[src/hw/anps_pkg.sv]
// package of constants and types for the partner ability and expansion status block
package anps_pkg;

	// ----------------------------------------
	// register addresses on the management port
	// ----------------------------------------
	localparam logic [4:0] ANPS_REG_PARTNER = 5'h05;
	localparam logic [4:0] ANPS_REG_EXP = 5'h06;
	localparam logic [4:0] ANPS_REG_NP_RX = 5'h08;

	// ----------------------------------------
	// reset values
	// ----------------------------------------
	localparam logic [15:0] ANPS_WORD_RST = 16'h0000;
	localparam logic ANPS_LOCAL_NP_RST = 1'b1;

	// ----------------------------------------
	// expansion register field positions
	// ----------------------------------------
	localparam int ANPS_EXP_AN_ABLE = 0;
	localparam int ANPS_EXP_PAGE_RX = 1;
	localparam int ANPS_EXP_LOCAL_NP = 2;
	localparam int ANPS_EXP_LP_NP = 3;
	localparam int ANPS_EXP_PD_FAULT = 4;
	localparam int ANPS_EXP_BASE_PAGE = 5;
	localparam int ANPS_EXP_RSV_BITS = 10;

	// ----------------------------------------
	// page word field positions
	// ----------------------------------------
	localparam int ANPS_PG_NEXT_PAGE = 15;

	// ----------------------------------------
	// selector codes
	// ----------------------------------------
	localparam logic [4:0] ANPS_SEL_8023 = 5'h01;
	localparam logic [4:0] ANPS_SEL_8029 = 5'h02;
	localparam logic [4:0] ANPS_SEL_RSV_LO = 5'h00;
	localparam logic [4:0] ANPS_SEL_RSV_HI = 5'h1F;

	// ----------------------------------------
	// management frame bit counts
	// ----------------------------------------
	localparam logic [5:0] ANPS_PRE_LEN = 6'h20;
	localparam logic [5:0] ANPS_ADDR_LAST = 6'h09;
	localparam logic [5:0] ANPS_DATA_LAST = 6'h0F;

	// management frame states
	typedef enum logic [2:0] {
		ANPS_ST_PRE = 3'b000,
		ANPS_ST_START = 3'b001,
		ANPS_ST_OP = 3'b010,
		ANPS_ST_ADDR = 3'b011,
		ANPS_ST_TA = 3'b100,
		ANPS_ST_DATA = 3'b101
	} anps_mdio_state_t;

endpackage

[src/hw/anps_latch_bit.sv]
// latching-high status bit, set wins over clear
`timescale 1ns/1ns
module anps_latch_bit (
	input wire logic clk,
	input wire logic rst_n,
	input wire logic set,
	input wire logic clr,
	output logic q
);

	// ----------------------------------------
	// sticky flag
	// ----------------------------------------

	// held until cleared; a set in the clear cycle survives
	always_ff @(posedge clk) begin
		if (!rst_n) begin
			q <= 1'b0;
		end else begin
			q <= set | (q & ~clr);
		end
	end

endmodule

[src/hw/anps_status_regs.sv]
// partner ability and expansion status registers behind the management serial port
//
// Function
// - local pause advertisement loads from its strap pin at reset
// - four local technology advertisement bits load from indicator straps at reset
// - partner ability register is read-only; top bit is partner next page
// - partner acknowledge bit reads 1 once partner received our code word
// - partner asymmetric and symmetric pause bits reflect partner advertisement
// - partner technology bits reflect received base page abilities
// - partner selector field returns the received five-bit selector
// - reserved or unspecified selector codes are never transmitted
// - base page flag latches high, used only with alternate next page feature
// - parallel detection fault flag latches high on a fault
// - expansion bit shows partner next page ability
// - expansion bit shows local next page ability, 1 after reset
// - new page stored into base or next page register, flag set in the same cycle
// - reading expansion register clears page received flag
// - with alternate feature, flag also clears on no page rx or tx disable
// - expansion bit shows partner is auto-negotiation able
// - next pages land in separate read-only register; top bit more pages
`timescale 1ns/1ns
module anps_status_regs
	import anps_pkg::*;
#(
	parameter logic LOCAL_NP_ABLE = ANPS_LOCAL_NP_RST,
	parameter logic [4:0] LOCAL_SEL = ANPS_SEL_8023
) (
	input wire logic CLK,
	input wire logic RESET_N,
	input wire logic MDC,
	input wire logic MDIO_IN,
	output logic MDIO_OUT,
	output logic MDIO_OE,
	input wire logic [4:0] PHY_ADDR,
	input wire logic PAUSE_STRAP,
	input wire logic [3:0] TECH_STRAP,
	output logic LOCAL_PAUSE_ADV,
	output logic [3:0] LOCAL_TECH_ADV,
	output logic [4:0] LOCAL_SELECTOR,
	input wire logic RX_PAGE_VALID,
	input wire logic RX_PAGE_IS_BASE,
	input wire logic [15:0] RX_PAGE_WORD,
	input wire logic NEG_BASE_PAGE,
	input wire logic PD_FAULT,
	input wire logic PARTNER_AN_ABLE,
	input wire logic MR_PAGE_RX,
	input wire logic TRANSMIT_DISABLE,
	input wire logic ALT_NP_FEATURE
);

	// ----------------------------------------
	// declarations
	// ----------------------------------------
	logic mdc_q;
	logic mdc_rise;
	anps_mdio_state_t state_q;
	logic [5:0] cnt_q;
	logic op_hi_q;
	logic op_rd_q;
	logic [9:0] addr_q;
	logic [15:0] shift_q;
	logic [15:0] lp_base_q;
	logic [15:0] lp_np_q;
	logic [15:0] exp_word;
	logic [15:0] rd_word;
	logic phy_hit;
	logic exp_rd_clr;
	logic page_rx_clr;
	logic page_rx_flag;
	logic pd_fault_flag;
	logic base_page_flag;
	logic lp_np_able;

	// ----------------------------------------
	// local advertisement straps
	// ----------------------------------------

	// pause strap load
	// straps are sampled on every reset cycle and frozen on release
	always_ff @(posedge CLK) begin
		if (!RESET_N) begin
			LOCAL_PAUSE_ADV <= PAUSE_STRAP;
		end
	end

	// technology strap load
	// order is 100 full, 100 half, 10 full, 10 half
	always_ff @(posedge CLK) begin
		if (!RESET_N) begin
			LOCAL_TECH_ADV <= TECH_STRAP;
		end
	end

	// legal selector only
	// a reserved or unspecified parameter falls back to 802.3
	always_comb begin
		if (LOCAL_SEL == ANPS_SEL_8023 || LOCAL_SEL == ANPS_SEL_8029) begin
			LOCAL_SELECTOR = LOCAL_SEL;
		end else begin
			LOCAL_SELECTOR = ANPS_SEL_8023;
		end
	end

	// ----------------------------------------
	// received page storage
	// ----------------------------------------

	// base page store
	// base page word kept whole; returned unchanged on read
	always_ff @(posedge CLK) begin
		if (!RESET_N) begin
			lp_base_q <= ANPS_WORD_RST;
		end else if (RX_PAGE_VALID && RX_PAGE_IS_BASE) begin
			lp_base_q <= RX_PAGE_WORD;
		end
	end

	always_ff @(posedge CLK) begin
		if (!RESET_N) begin
			lp_np_q <= ANPS_WORD_RST;
		end else if (RX_PAGE_VALID && !RX_PAGE_IS_BASE) begin
			lp_np_q <= RX_PAGE_WORD;
		end
	end

	// ----------------------------------------
	// latching-high expansion flags
	// ----------------------------------------

	assign exp_rd_clr = mdc_rise && state_q == ANPS_ST_TA && cnt_q == 6'h00 && op_rd_q && phy_hit
		&& addr_q[4:0] == ANPS_REG_EXP;

	assign page_rx_clr = exp_rd_clr | (ALT_NP_FEATURE & (~MR_PAGE_RX | TRANSMIT_DISABLE));

	// page received flag
	// set in the same cycle as the store, so word and flag appear together
	anps_latch_bit u_page_rx (
		.clk(CLK),
		.rst_n(RESET_N),
		.set(RX_PAGE_VALID),
		.clr(page_rx_clr),
		.q(page_rx_flag)
	);

	anps_latch_bit u_pd_fault (
		.clk(CLK),
		.rst_n(RESET_N),
		.set(PD_FAULT),
		.clr(exp_rd_clr),
		.q(pd_fault_flag)
	);

	// base page latch
	// only tracks the variable while the alternate feature is on
	anps_latch_bit u_base_page (
		.clk(CLK),
		.rst_n(RESET_N),
		.set(NEG_BASE_PAGE & ALT_NP_FEATURE),
		.clr(exp_rd_clr),
		.q(base_page_flag)
	);

	assign lp_np_able = PARTNER_AN_ABLE & lp_base_q[ANPS_PG_NEXT_PAGE];

	assign exp_word = {{ANPS_EXP_RSV_BITS{1'b0}}, base_page_flag, pd_fault_flag, lp_np_able,
		LOCAL_NP_ABLE, page_rx_flag, PARTNER_AN_ABLE};

	// ----------------------------------------
	// read multiplexer
	// ----------------------------------------

	// partner technology bits
	// bits 14..5 of the stored page cover ack, pause and technology fields; bit 15 is next page, bits 4..0 the selector
	always_comb begin
		unique case (addr_q[4:0])
			ANPS_REG_PARTNER: rd_word = lp_base_q;
			ANPS_REG_EXP: rd_word = exp_word;
			ANPS_REG_NP_RX: rd_word = lp_np_q;
			default: rd_word = ANPS_WORD_RST;
		endcase
	end

	assign phy_hit = addr_q[9:5] == PHY_ADDR;

	// ----------------------------------------
	// management clock edge detect
	// ----------------------------------------

	// serial clock is sampled as a plain synchronous input
	always_ff @(posedge CLK) begin
		if (!RESET_N) begin
			mdc_q <= 1'b0;
		end else begin
			mdc_q <= MDC;
		end
	end

	assign mdc_rise = MDC & ~mdc_q;

	// ----------------------------------------
	// management frame engine
	// ----------------------------------------

	// writes ignored
	// every mapped register is read-only, so write data is dropped
	always_ff @(posedge CLK) begin
		if (!RESET_N) begin
			state_q <= ANPS_ST_PRE;
			cnt_q <= 6'h00;
			op_hi_q <= 1'b0;
			op_rd_q <= 1'b0;
			addr_q <= 10'h000;
			shift_q <= ANPS_WORD_RST;
			MDIO_OUT <= 1'b0;
			MDIO_OE <= 1'b0;
		end else if (mdc_rise) begin
			unique case (state_q)
				ANPS_ST_PRE: begin
					if (MDIO_IN) begin
						cnt_q <= (cnt_q == ANPS_PRE_LEN) ? cnt_q : cnt_q + 6'h01;
					end else begin
						// first start bit after a full preamble
						if (cnt_q == ANPS_PRE_LEN) begin
							state_q <= ANPS_ST_START;
						end
						cnt_q <= 6'h00;
					end
				end
				ANPS_ST_START: begin
					state_q <= MDIO_IN ? ANPS_ST_OP : ANPS_ST_PRE;
					cnt_q <= 6'h00;
				end
				ANPS_ST_OP: begin
					if (cnt_q == 6'h00) begin
						op_hi_q <= MDIO_IN;
						cnt_q <= 6'h01;
					end else begin
						// only 10 (read) and 01 (write) are valid
						op_rd_q <= op_hi_q & ~MDIO_IN;
						state_q <= (op_hi_q ^ MDIO_IN) ? ANPS_ST_ADDR : ANPS_ST_PRE;
						cnt_q <= 6'h00;
					end
				end
				ANPS_ST_ADDR: begin
					addr_q <= {addr_q[8:0], MDIO_IN};
					if (cnt_q == ANPS_ADDR_LAST) begin
						state_q <= ANPS_ST_TA;
						cnt_q <= 6'h00;
					end else begin
						cnt_q <= cnt_q + 6'h01;
					end
				end
				ANPS_ST_TA: begin
					if (cnt_q == 6'h00) begin
						// second turnaround bit driven low, word snapped
						cnt_q <= 6'h01;
						// only a read addressed to us shows data; otherwise the output stays low
						shift_q <= (op_rd_q && phy_hit) ? rd_word : ANPS_WORD_RST;
						MDIO_OUT <= 1'b0;
						MDIO_OE <= op_rd_q & phy_hit;
					end else begin
						MDIO_OUT <= shift_q[15];
						shift_q <= {shift_q[14:0], 1'b0};
						state_q <= ANPS_ST_DATA;
						cnt_q <= 6'h00;
					end
				end
				ANPS_ST_DATA: begin
					MDIO_OUT <= shift_q[15];
					shift_q <= {shift_q[14:0], 1'b0};
					if (cnt_q == ANPS_DATA_LAST) begin
						// last bit taken by the master, let the line go
						MDIO_OE <= 1'b0;
						MDIO_OUT <= 1'b0;
						state_q <= ANPS_ST_PRE;
						cnt_q <= 6'h00;
					end else begin
						cnt_q <= cnt_q + 6'h01;
					end
				end
				default: begin
					state_q <= ANPS_ST_PRE;
					cnt_q <= 6'h00;
				end
			endcase
		end
	end
endmodule

[config.mk]
export PLATFORM = sky130hd
export DESIGN_NAME = anps_status_regs
export DESIGN_NICKNAME = d
export VERILOG_FILES = /design/src/hw/anps_pkg.sv /design/src/hw/anps_latch_bit.sv /design/src/hw/anps_status_regs.sv
export SDC_FILE = /design/constraint.sdc
export NUM_CORES = 1
export LEC_CHECK = 0
export BUFFER_PORTS_ARGS = -buffer_cell sky130_fd_sc_hd__buf_4
export CORE_MARGIN = 3
export CORE_UTILIZATION = 29
export CTS_CLUSTER_SIZE = 8
export DETAILED_ROUTE_END_ITERATION = 6
export PLACE_DENSITY_LB_ADDON = 0.1
export RECOVER_POWER = 50
export SLEW_MARGIN = 10
export SYNTH_ARGS = -nofsm -noshare
export SYNTH_HDL_FRONTEND = slang
export SYNTH_SLANG_ARGS = --single-unit
[constraint.sdc]
create_clock -name CLK -period 1.9 [get_ports CLK]
set_input_delay 0.38 -clock CLK [delete_from_list [all_inputs] [get_ports CLK]]
set_output_delay 0.38 -clock CLK [all_outputs]
set_load 0.005 [all_outputs]
==> results of run 1 <==
-- logic make-up after synthesis --
logic type | Yosys count
AOI/OAI and AO/OA | 154
xor gates and xnor gates | 5
adders and majority gates | 4
buffers and inverters | 45
DFF | 80
muxes | 3
other | 2
and+or+nand+nor | 163
-- power by group --
part / switching (uW) / internal, uW / total (uW) / leakage (uW)
registers: 24.2 / 1740 / 1770 / 0.000658
logic: 160 / 134 / 294 / 0.000951
clock network: 671 / 1110 / 1780 / 0.000154
-- Yosys cell counts (all sizes together) (2+ instances only) --
| master | instances | area [um2] |
|---|---|---|
| o31ai | 3 | 22.5 |
| a21oi | 84 | 420 |
| or2 | 2 | 12.5 |
| nand2b | 9 | 56.3 |
| nand3b | 4 | 42.5 |
| a22oi | 10 | 75.1 |
| edfxtp | 5 | 150 |
| nand2 | 93 | 352 |
| conb | 2 | 7.51 |
| nor3 | 6 | 57.6 |
| mux2i | 3 | 30.0 |
| nand3 | 20 | 100 |
| nor4 | 2 | 12.5 |
| a31oi | 4 | 25.0 |
| o21ai | 21 | 105 |
| nand4 | 3 | 18.8 |
| nor4b | 2 | 32.5 |
| ha | 4 | 50.1 |
| xnor2 | 5 | 43.8 |
| clkbuf | 20 | 77.6 |
| or3 | 2 | 12.5 |
| inv | 9 | 33.8 |
| a21o | 15 | 113 |
| a31o | 3 | 26.3 |
| and2 | 3 | 18.8 |
| a222oi | 4 | 40.0 |
| dfxtp | 75 | 1500 |
| nor2 | 10 | 42.5 |
| buf | 16 | 98.9 |
| or3b | 2 | 20.0 |
-- stage by stage --
step	cell area, um2	TNS [ns]	hold WS [ns]	worst slack, ns	total power (uW)
after global routing	4760	-0.0665	0.234	-0.0292	3990
after CTS	4700	0	0.210	0.0240	3890
after floorplan	3760	0	0.436	0.0973	1950
final	4760	0	0.244	0.0501	3850
after global placement	4390	0	0.444	0.0772	2090
after detailed placement	4390	-0.00652	0.448	-0.00652	2100
-- metal layers --
layer | vias up | track usage (%)
li1 | 1709 | -
met1 | 1610 | 19.4
met2 | 91 | 21.8
met3 | 10 | 2.31
met4 | 0 | 4.72
met5 | - | 0
-- sequential cells by signal (all words and copies together) (netlist names), 3 cells and up --
register / cells
lp_base_q: 16
lp_np_q: 16
shift_q: 16
addr_q: 10
cnt_q: 6
LOCAL_TECH_ADV: 4
state_q: 3
-- cell type report --
cell class              instances  area share, %
clock buffers                  12           5.60
clock inverters                 3          0.841
inverters                       9          0.709
multi-input cells             334           41.0
flip-flops and latches         80           34.7
well taps                     168           4.41
repair buffers                 77           12.8
-- what timing repair did --
item / 4_1_cts / 5_1_grt
endpoints found under the setup margin: 1 / 20
resized for setup: 1 / 16
endpoints found under the hold margin: 0 / 0
buffers inserted: 0 / 1
pin swaps: 0 / 3
-- worst max path at each step --
stage	endpoint	cells past startpoint	slack [ns]	start
2_1_floorplan	shift_q[4]$_SDFFE_PN0P_	8	0.1	cnt_q[0]$_SDFFE_PN0P_
3_3_place_gp	state_q[1]$_SDFFE_PN0P_	7	0.08	cnt_q[1]$_SDFFE_PN0P_
3_5_place_dp	u_page_rx.q$_SDFF_PN0_	7	-0.007	cnt_q[0]$_SDFFE_PN0P_
4_1_cts	state_q[0]$_SDFFE_PN0P_	7	0.02	cnt_q[0]$_SDFFE_PN0P_
5_1_grt	cnt_q[4]$_SDFFE_PN0P_	7	-0.03	cnt_q[1]$_SDFFE_PN0P_
6_report	shift_q[5]$_SDFFE_PN0P_	8	0.05	cnt_q[0]$_SDFFE_PN0P_
-- layout by cell type, fill, tap and decap left out, drive strengths merged, types with 5 or more instances in the layout --
cell type  count
clkbuf        22
a21oi         84
nand2         93
conb           5
nand2b         9
xnor2          5
nor3           6
o21ai         21
nor2          10
nand3         20
inv            9
a22oi         10
a21o          15
dfxtp         75
edfxtp         5
buf           67
==> results.yml, run 1 <==
timing:
  drv_slew: 0
  fmax_ghz: 0.541
  period_minus_slack_ns: 1.85
  skew_ns: 0.00781
  hold_violations: 0
  tightest_slew_ns: 0.916
  post-route-period-util_pct: 97.4
  finalSetupViolCount: 0
  maxSlewHeadroom_pct: 38.9
  rsz0062_at_grt: "true"
cells_and_area:
  fillCellCount: 1262
  finish.utilization_pct: 38.7
  syn2layout_area_growth_pct: 27.1
  multi_input_area_um2: 1950
  nets: 553
  instances_no_fill: 683
  drive_gt1_share_pct: 22.3
  seq_area_um2: 1650
  diodes: 0
setup_path:
  cp.required_ns: 2.12
  r2r_cells: 8
  crit_family: "simple AND/OR/NAND/NOR gates"
  crit_buf_inv: 2
  crit_path_start_kind: "flip-flop"
  r2r-end: "shift_q[5]$_SDFFE_PN0P_"
  path_cells: "inv_1, ha_1, or3b_4, nand3b_4, buf_4, a21oi_2, a21o_1, a21oi_2"
  rrSetupSlack_ns: 0.05
  crit_path_end_kind: "flip-flop"
  critPathSlowestCell: "or3b_4"
  r2r-start: "cnt_q[0]$_SDFFE_PN0P_"
  path_max_fanout: 6
  path_class: "reg2reg"
  cp_common_cell: "a21oi_2"
  crit_arrival_ns: 2.07
  slowest_delay_ns: 0.41
yosys:
  ys.warnings.count: 0
  yosys_register_bits: 80
  ys_async_sr_fraction_pct: 0
  synth_top_family_by_area: "compound AO/OA/AOI/OAI gates"
  synth_edf_count: 5
  synthMuxAreaShare_pct: 0.801
  synth-simple-area-share_pct: 21.8
  syn_avg_cell_area_um2: 8.22
  yosysUniqueCellTypes: 56
  ys_seq_area_share_pct: 44.1
  synth_compound_area_share_pct: 25.0
  synth-main-ff-cell: "dfxtp_1"
  synth_cells: 456
  synthAdderAreaFrac_pct: 1.34
  synth_xor_area_share_pct: 1.17
  netlist_area_um2: 3750
global_routing:
  grt_pass1_vias: 3241
  grt_start_max_net_pins: 61
  antenna_found_initial: 0
  grt.overflow.total: 0
  grt_usage_pct: 13.9
  grt_first_pass_wirelength_mm: 16.2
place:
  place_hpwl_mm: 6.95
  routabilityCongestion: 0.839
  dp.cells: 667
  portBuffers: 44
clocking:
  clk_pin_slew_ns: 0.06
  insertion_delay_ns: 0.33
  cts_hold_buf: 0
  cts_made_buffers: 9
  clockRootBuffer: "clkbuf_16"
  clock-sinks: 80
  cts_tree: "yes"
  clockBufferDepth: 2
  cts_max_level: 3
die:
  initial_core_util_pct: 30.4
  die_h_um: 120
  dieArea_um2: 14300
  die_x_um: 120
  core_area_um2: 12300
  fp-row-count: 40
  io_pins: 50
drt:
  via_per_inst: 5.01
  drt_iter0_drc: 192
  wire_per_inst_um: 14.8
  wl_met2_mm: 4.61
  wl_mm: 10.1
  topRoutingLayerUsed: "met4"
  postRouteAntennaNets: 0
  drc_errors: 0
  vias: 3420
  route.met3.wl_um: 467
  first_pass_iters: 5
  m1WireLength_mm: 4.87
status:
  status: "finished clean"
run:
  cap_viol_max_count: 0
power_and_ir_drop:
  p_per_area_nw_per_um2: 807
  p_leak_uw: 0.00176
  vdd_drop_max_v: 0.000339
min_path:
  min_to: "LOCAL_TECH_ADV[2]$_DFFE_PN_"
  min_delay_path_depth: 1
  min_from: "TECH_STRAP[2]"
  hold_path.class: "in2reg"
Note: power is estimated with default switching activity, not from simulation.
==> run 2, diff against run 1 <==
CORE_UTILIZATION = 30   (was 29)
GPL_ROUTABILITY_DRIVEN = 0   (was default)
==> run 2 against run 1 <==
Against the previous run: sequential share of layout area down 0.54 points; clock skew down 0.0020 ns; via count down 1.3%; largest power group is now sequential cells; largest cell class unchanged; highest routed layer unchanged; combinational power up 11%; total power down 5.3%.
==> results.yml, run 2 (synthesis gave the netlist of run 1 again) <==
timing:
  fin_setup_tns_ns: 0
  rsz0062_at_grt: "true"
  holdWs_ns: 0.240
  drv_slew: 0
  finalSetupViolCount: 0
  skew_ns: 0.00582
  tightest_slew_ns: 1.11
  period_minus_slack_ns: 1.86
  post-route-period-util_pct: 97.7
  maxSlewHeadroom_pct: 25.9
  fmax_ghz: 0.539
  hold_violations: 0
drt:
  drt_iter0_drc: 138
  wire_per_inst_um: 14.4
  drc_errors: 0
  postRouteAntennaNets: 0
  vias: 3377
  wl_mm: 9.98
  via_per_inst: 4.87
  first_pass_iters: 5
setup_path:
  path_max_fanout: 4
  crit_family: "simple AND/OR/NAND/NOR gates"
  crit_buf_inv: 1
  path_cells: "inv_2, ha_4, or3b_4, nor3_4, o21ai_2, or3_1, a21oi_2"
  crit_path_end_kind: "flip-flop"
  r2r_cells: 7
  crit_arrival_ns: 2.12
  path_class: "reg2reg"
  cp.required_ns: 2.16
  crit_path_start_kind: "flip-flop"
  critPathSlowestCell: "or3b_4"
  slowest_delay_ns: 0.41
  crit_cells: 7
die:
  die_h_um: 118
  core_area_um2: 12100
  fp-row-count: 40
  dieArea_um2: 13900
  initial_core_util_pct: 30.9
  die_x_um: 118
  io_pins: 50
clocking:
  clk_pin_slew_ns: 0.06
  cts_made_buffers: 9
  cts_max_level: 3
  cts_tree: "yes"
  clock-sinks: 80
  clockRootBuffer: "clkbuf_16"
  insertion_delay_ns: 0.33
  clockBufferDepth: 2
place:
  place_hpwl_mm: 7.11
  portBuffers: 44
cells_and_area:
  syn2layout_area_growth_pct: 29.3
  most-common-layout-cells: "nand2_1, a21oi_1, dfxtp_1"
  finish.utilization_pct: 40.0
  nets: 564
  layout_commonest_cell: "nand2_1"
  top_regs: "lp_base_q (16), lp_np_q (16), shift_q (16)"
  drive_gt1_share_pct: 24.0
  diodes: 0
status:
  status: "finished clean"
power_and_ir_drop:
  p_leak_uw: 0.00180
  p_per_area_nw_per_um2: 751
  power.total_uw: 3640
  intPower_uw: 2820
  vdd_drop_max_v: 0.000438
  pwr-share-clk_pct: 42.5
  p_seq_share_pct: 48.5
  comb_power_share_pct: 9.0
  switching_share_pct: 22.6
  p_switching_uw: 823
global_routing:
  grt_usage_pct: 14.6
  grt.overflow.total: 0
  antenna_found_initial: 0
  grt_pass1_vias: 3273
  grt_start_max_net_pins: 26
  grt_first_pass_wirelength_mm: 16.5
run:
  cap_viol_max_count: 0
min_path:
  min_delay_path_depth: 1
  hold_path.class: "in2reg"
[run 2: final timing paths]
kind,from,endpoint,slack [ns]
worst max-delay path,cnt_q[1]$_SDFFE_PN0P_,MDIO_OE$_SDFFE_PN0P_,0.04
worst min-delay path,PAUSE_STRAP,LOCAL_PAUSE_ADV$_DFFE_PN_,0.24
worst max register to register,cnt_q[1]$_SDFFE_PN0P_,MDIO_OE$_SDFFE_PN0P_,0.04
worst min register to register,lp_np_q[3]$_SDFFE_PN0P_,lp_np_q[3]$_SDFFE_PN0P_,0.45
[run 2: final cells by class]
cell class | instances | area [um2]
sequential | 80 | 1650
clock inverter | 1 | 5.00
timing repair buffer | 88 | 692
tap | 168 | 210
inverter | 9 | 33.8
clock buffer | 14 | 254
multi-input combinational | 334 | 2000
fill | 1299 | 7270
[run 2: per-stage QoR]
stage | area (um2) | std cells | setup slack (ns)
after floorplan | 3760 | 459 | 0.0973
after global placement | 4460 | 675 | -0.0841
after detailed placement | 4460 | 675 | -0.0416
after CTS | 4730 | 690 | 0.000694
after global routing | 4840 | 694 | -0.0683
final | 4840 | 694 | 0.0441
[run 2: worst reg2reg max path, cell delays in order (launching register included)]
cell     delay, ns
dfxtp_2       0.32
inv_2         0.07
ha_4          0.13
or3b_4        0.41
nor3_4        0.28
o21ai_2       0.08
or3_1         0.37
a21oi_2       0.13
[run 2: power groups by stage]
| stage | sequential (uW) | combinational, uW | clock (uW) |
|---|---|---|---|
| final | 1770 | 327 | 1550 |
| after CTS | 1770 | 316 | 1600 |
| after global routing | 1770 | 366 | 1670 |
| after floorplan | 1800 | 147 | 0 |
| after detailed placement | 1800 | 314 | 0 |
| after global placement | 1800 | 310 | 0 |
[run 2: per-layer routing]
layer	track usage, %	routed length, um	up-vias
li1	-	-	1735
met1	20.7	4810	1578
met2	21.9	4730	57
met3	2.64	332	7
met4	5.71	105	0
met5	0	0	-
[run 2: repair_timing]
action	in CTS	in global routing
resized for setup	1	24
pin swaps	0	9
setup endpoints to repair	3	26
setup buffers	0	4
hold buffers	0	0
hold endpoints to repair	0	0
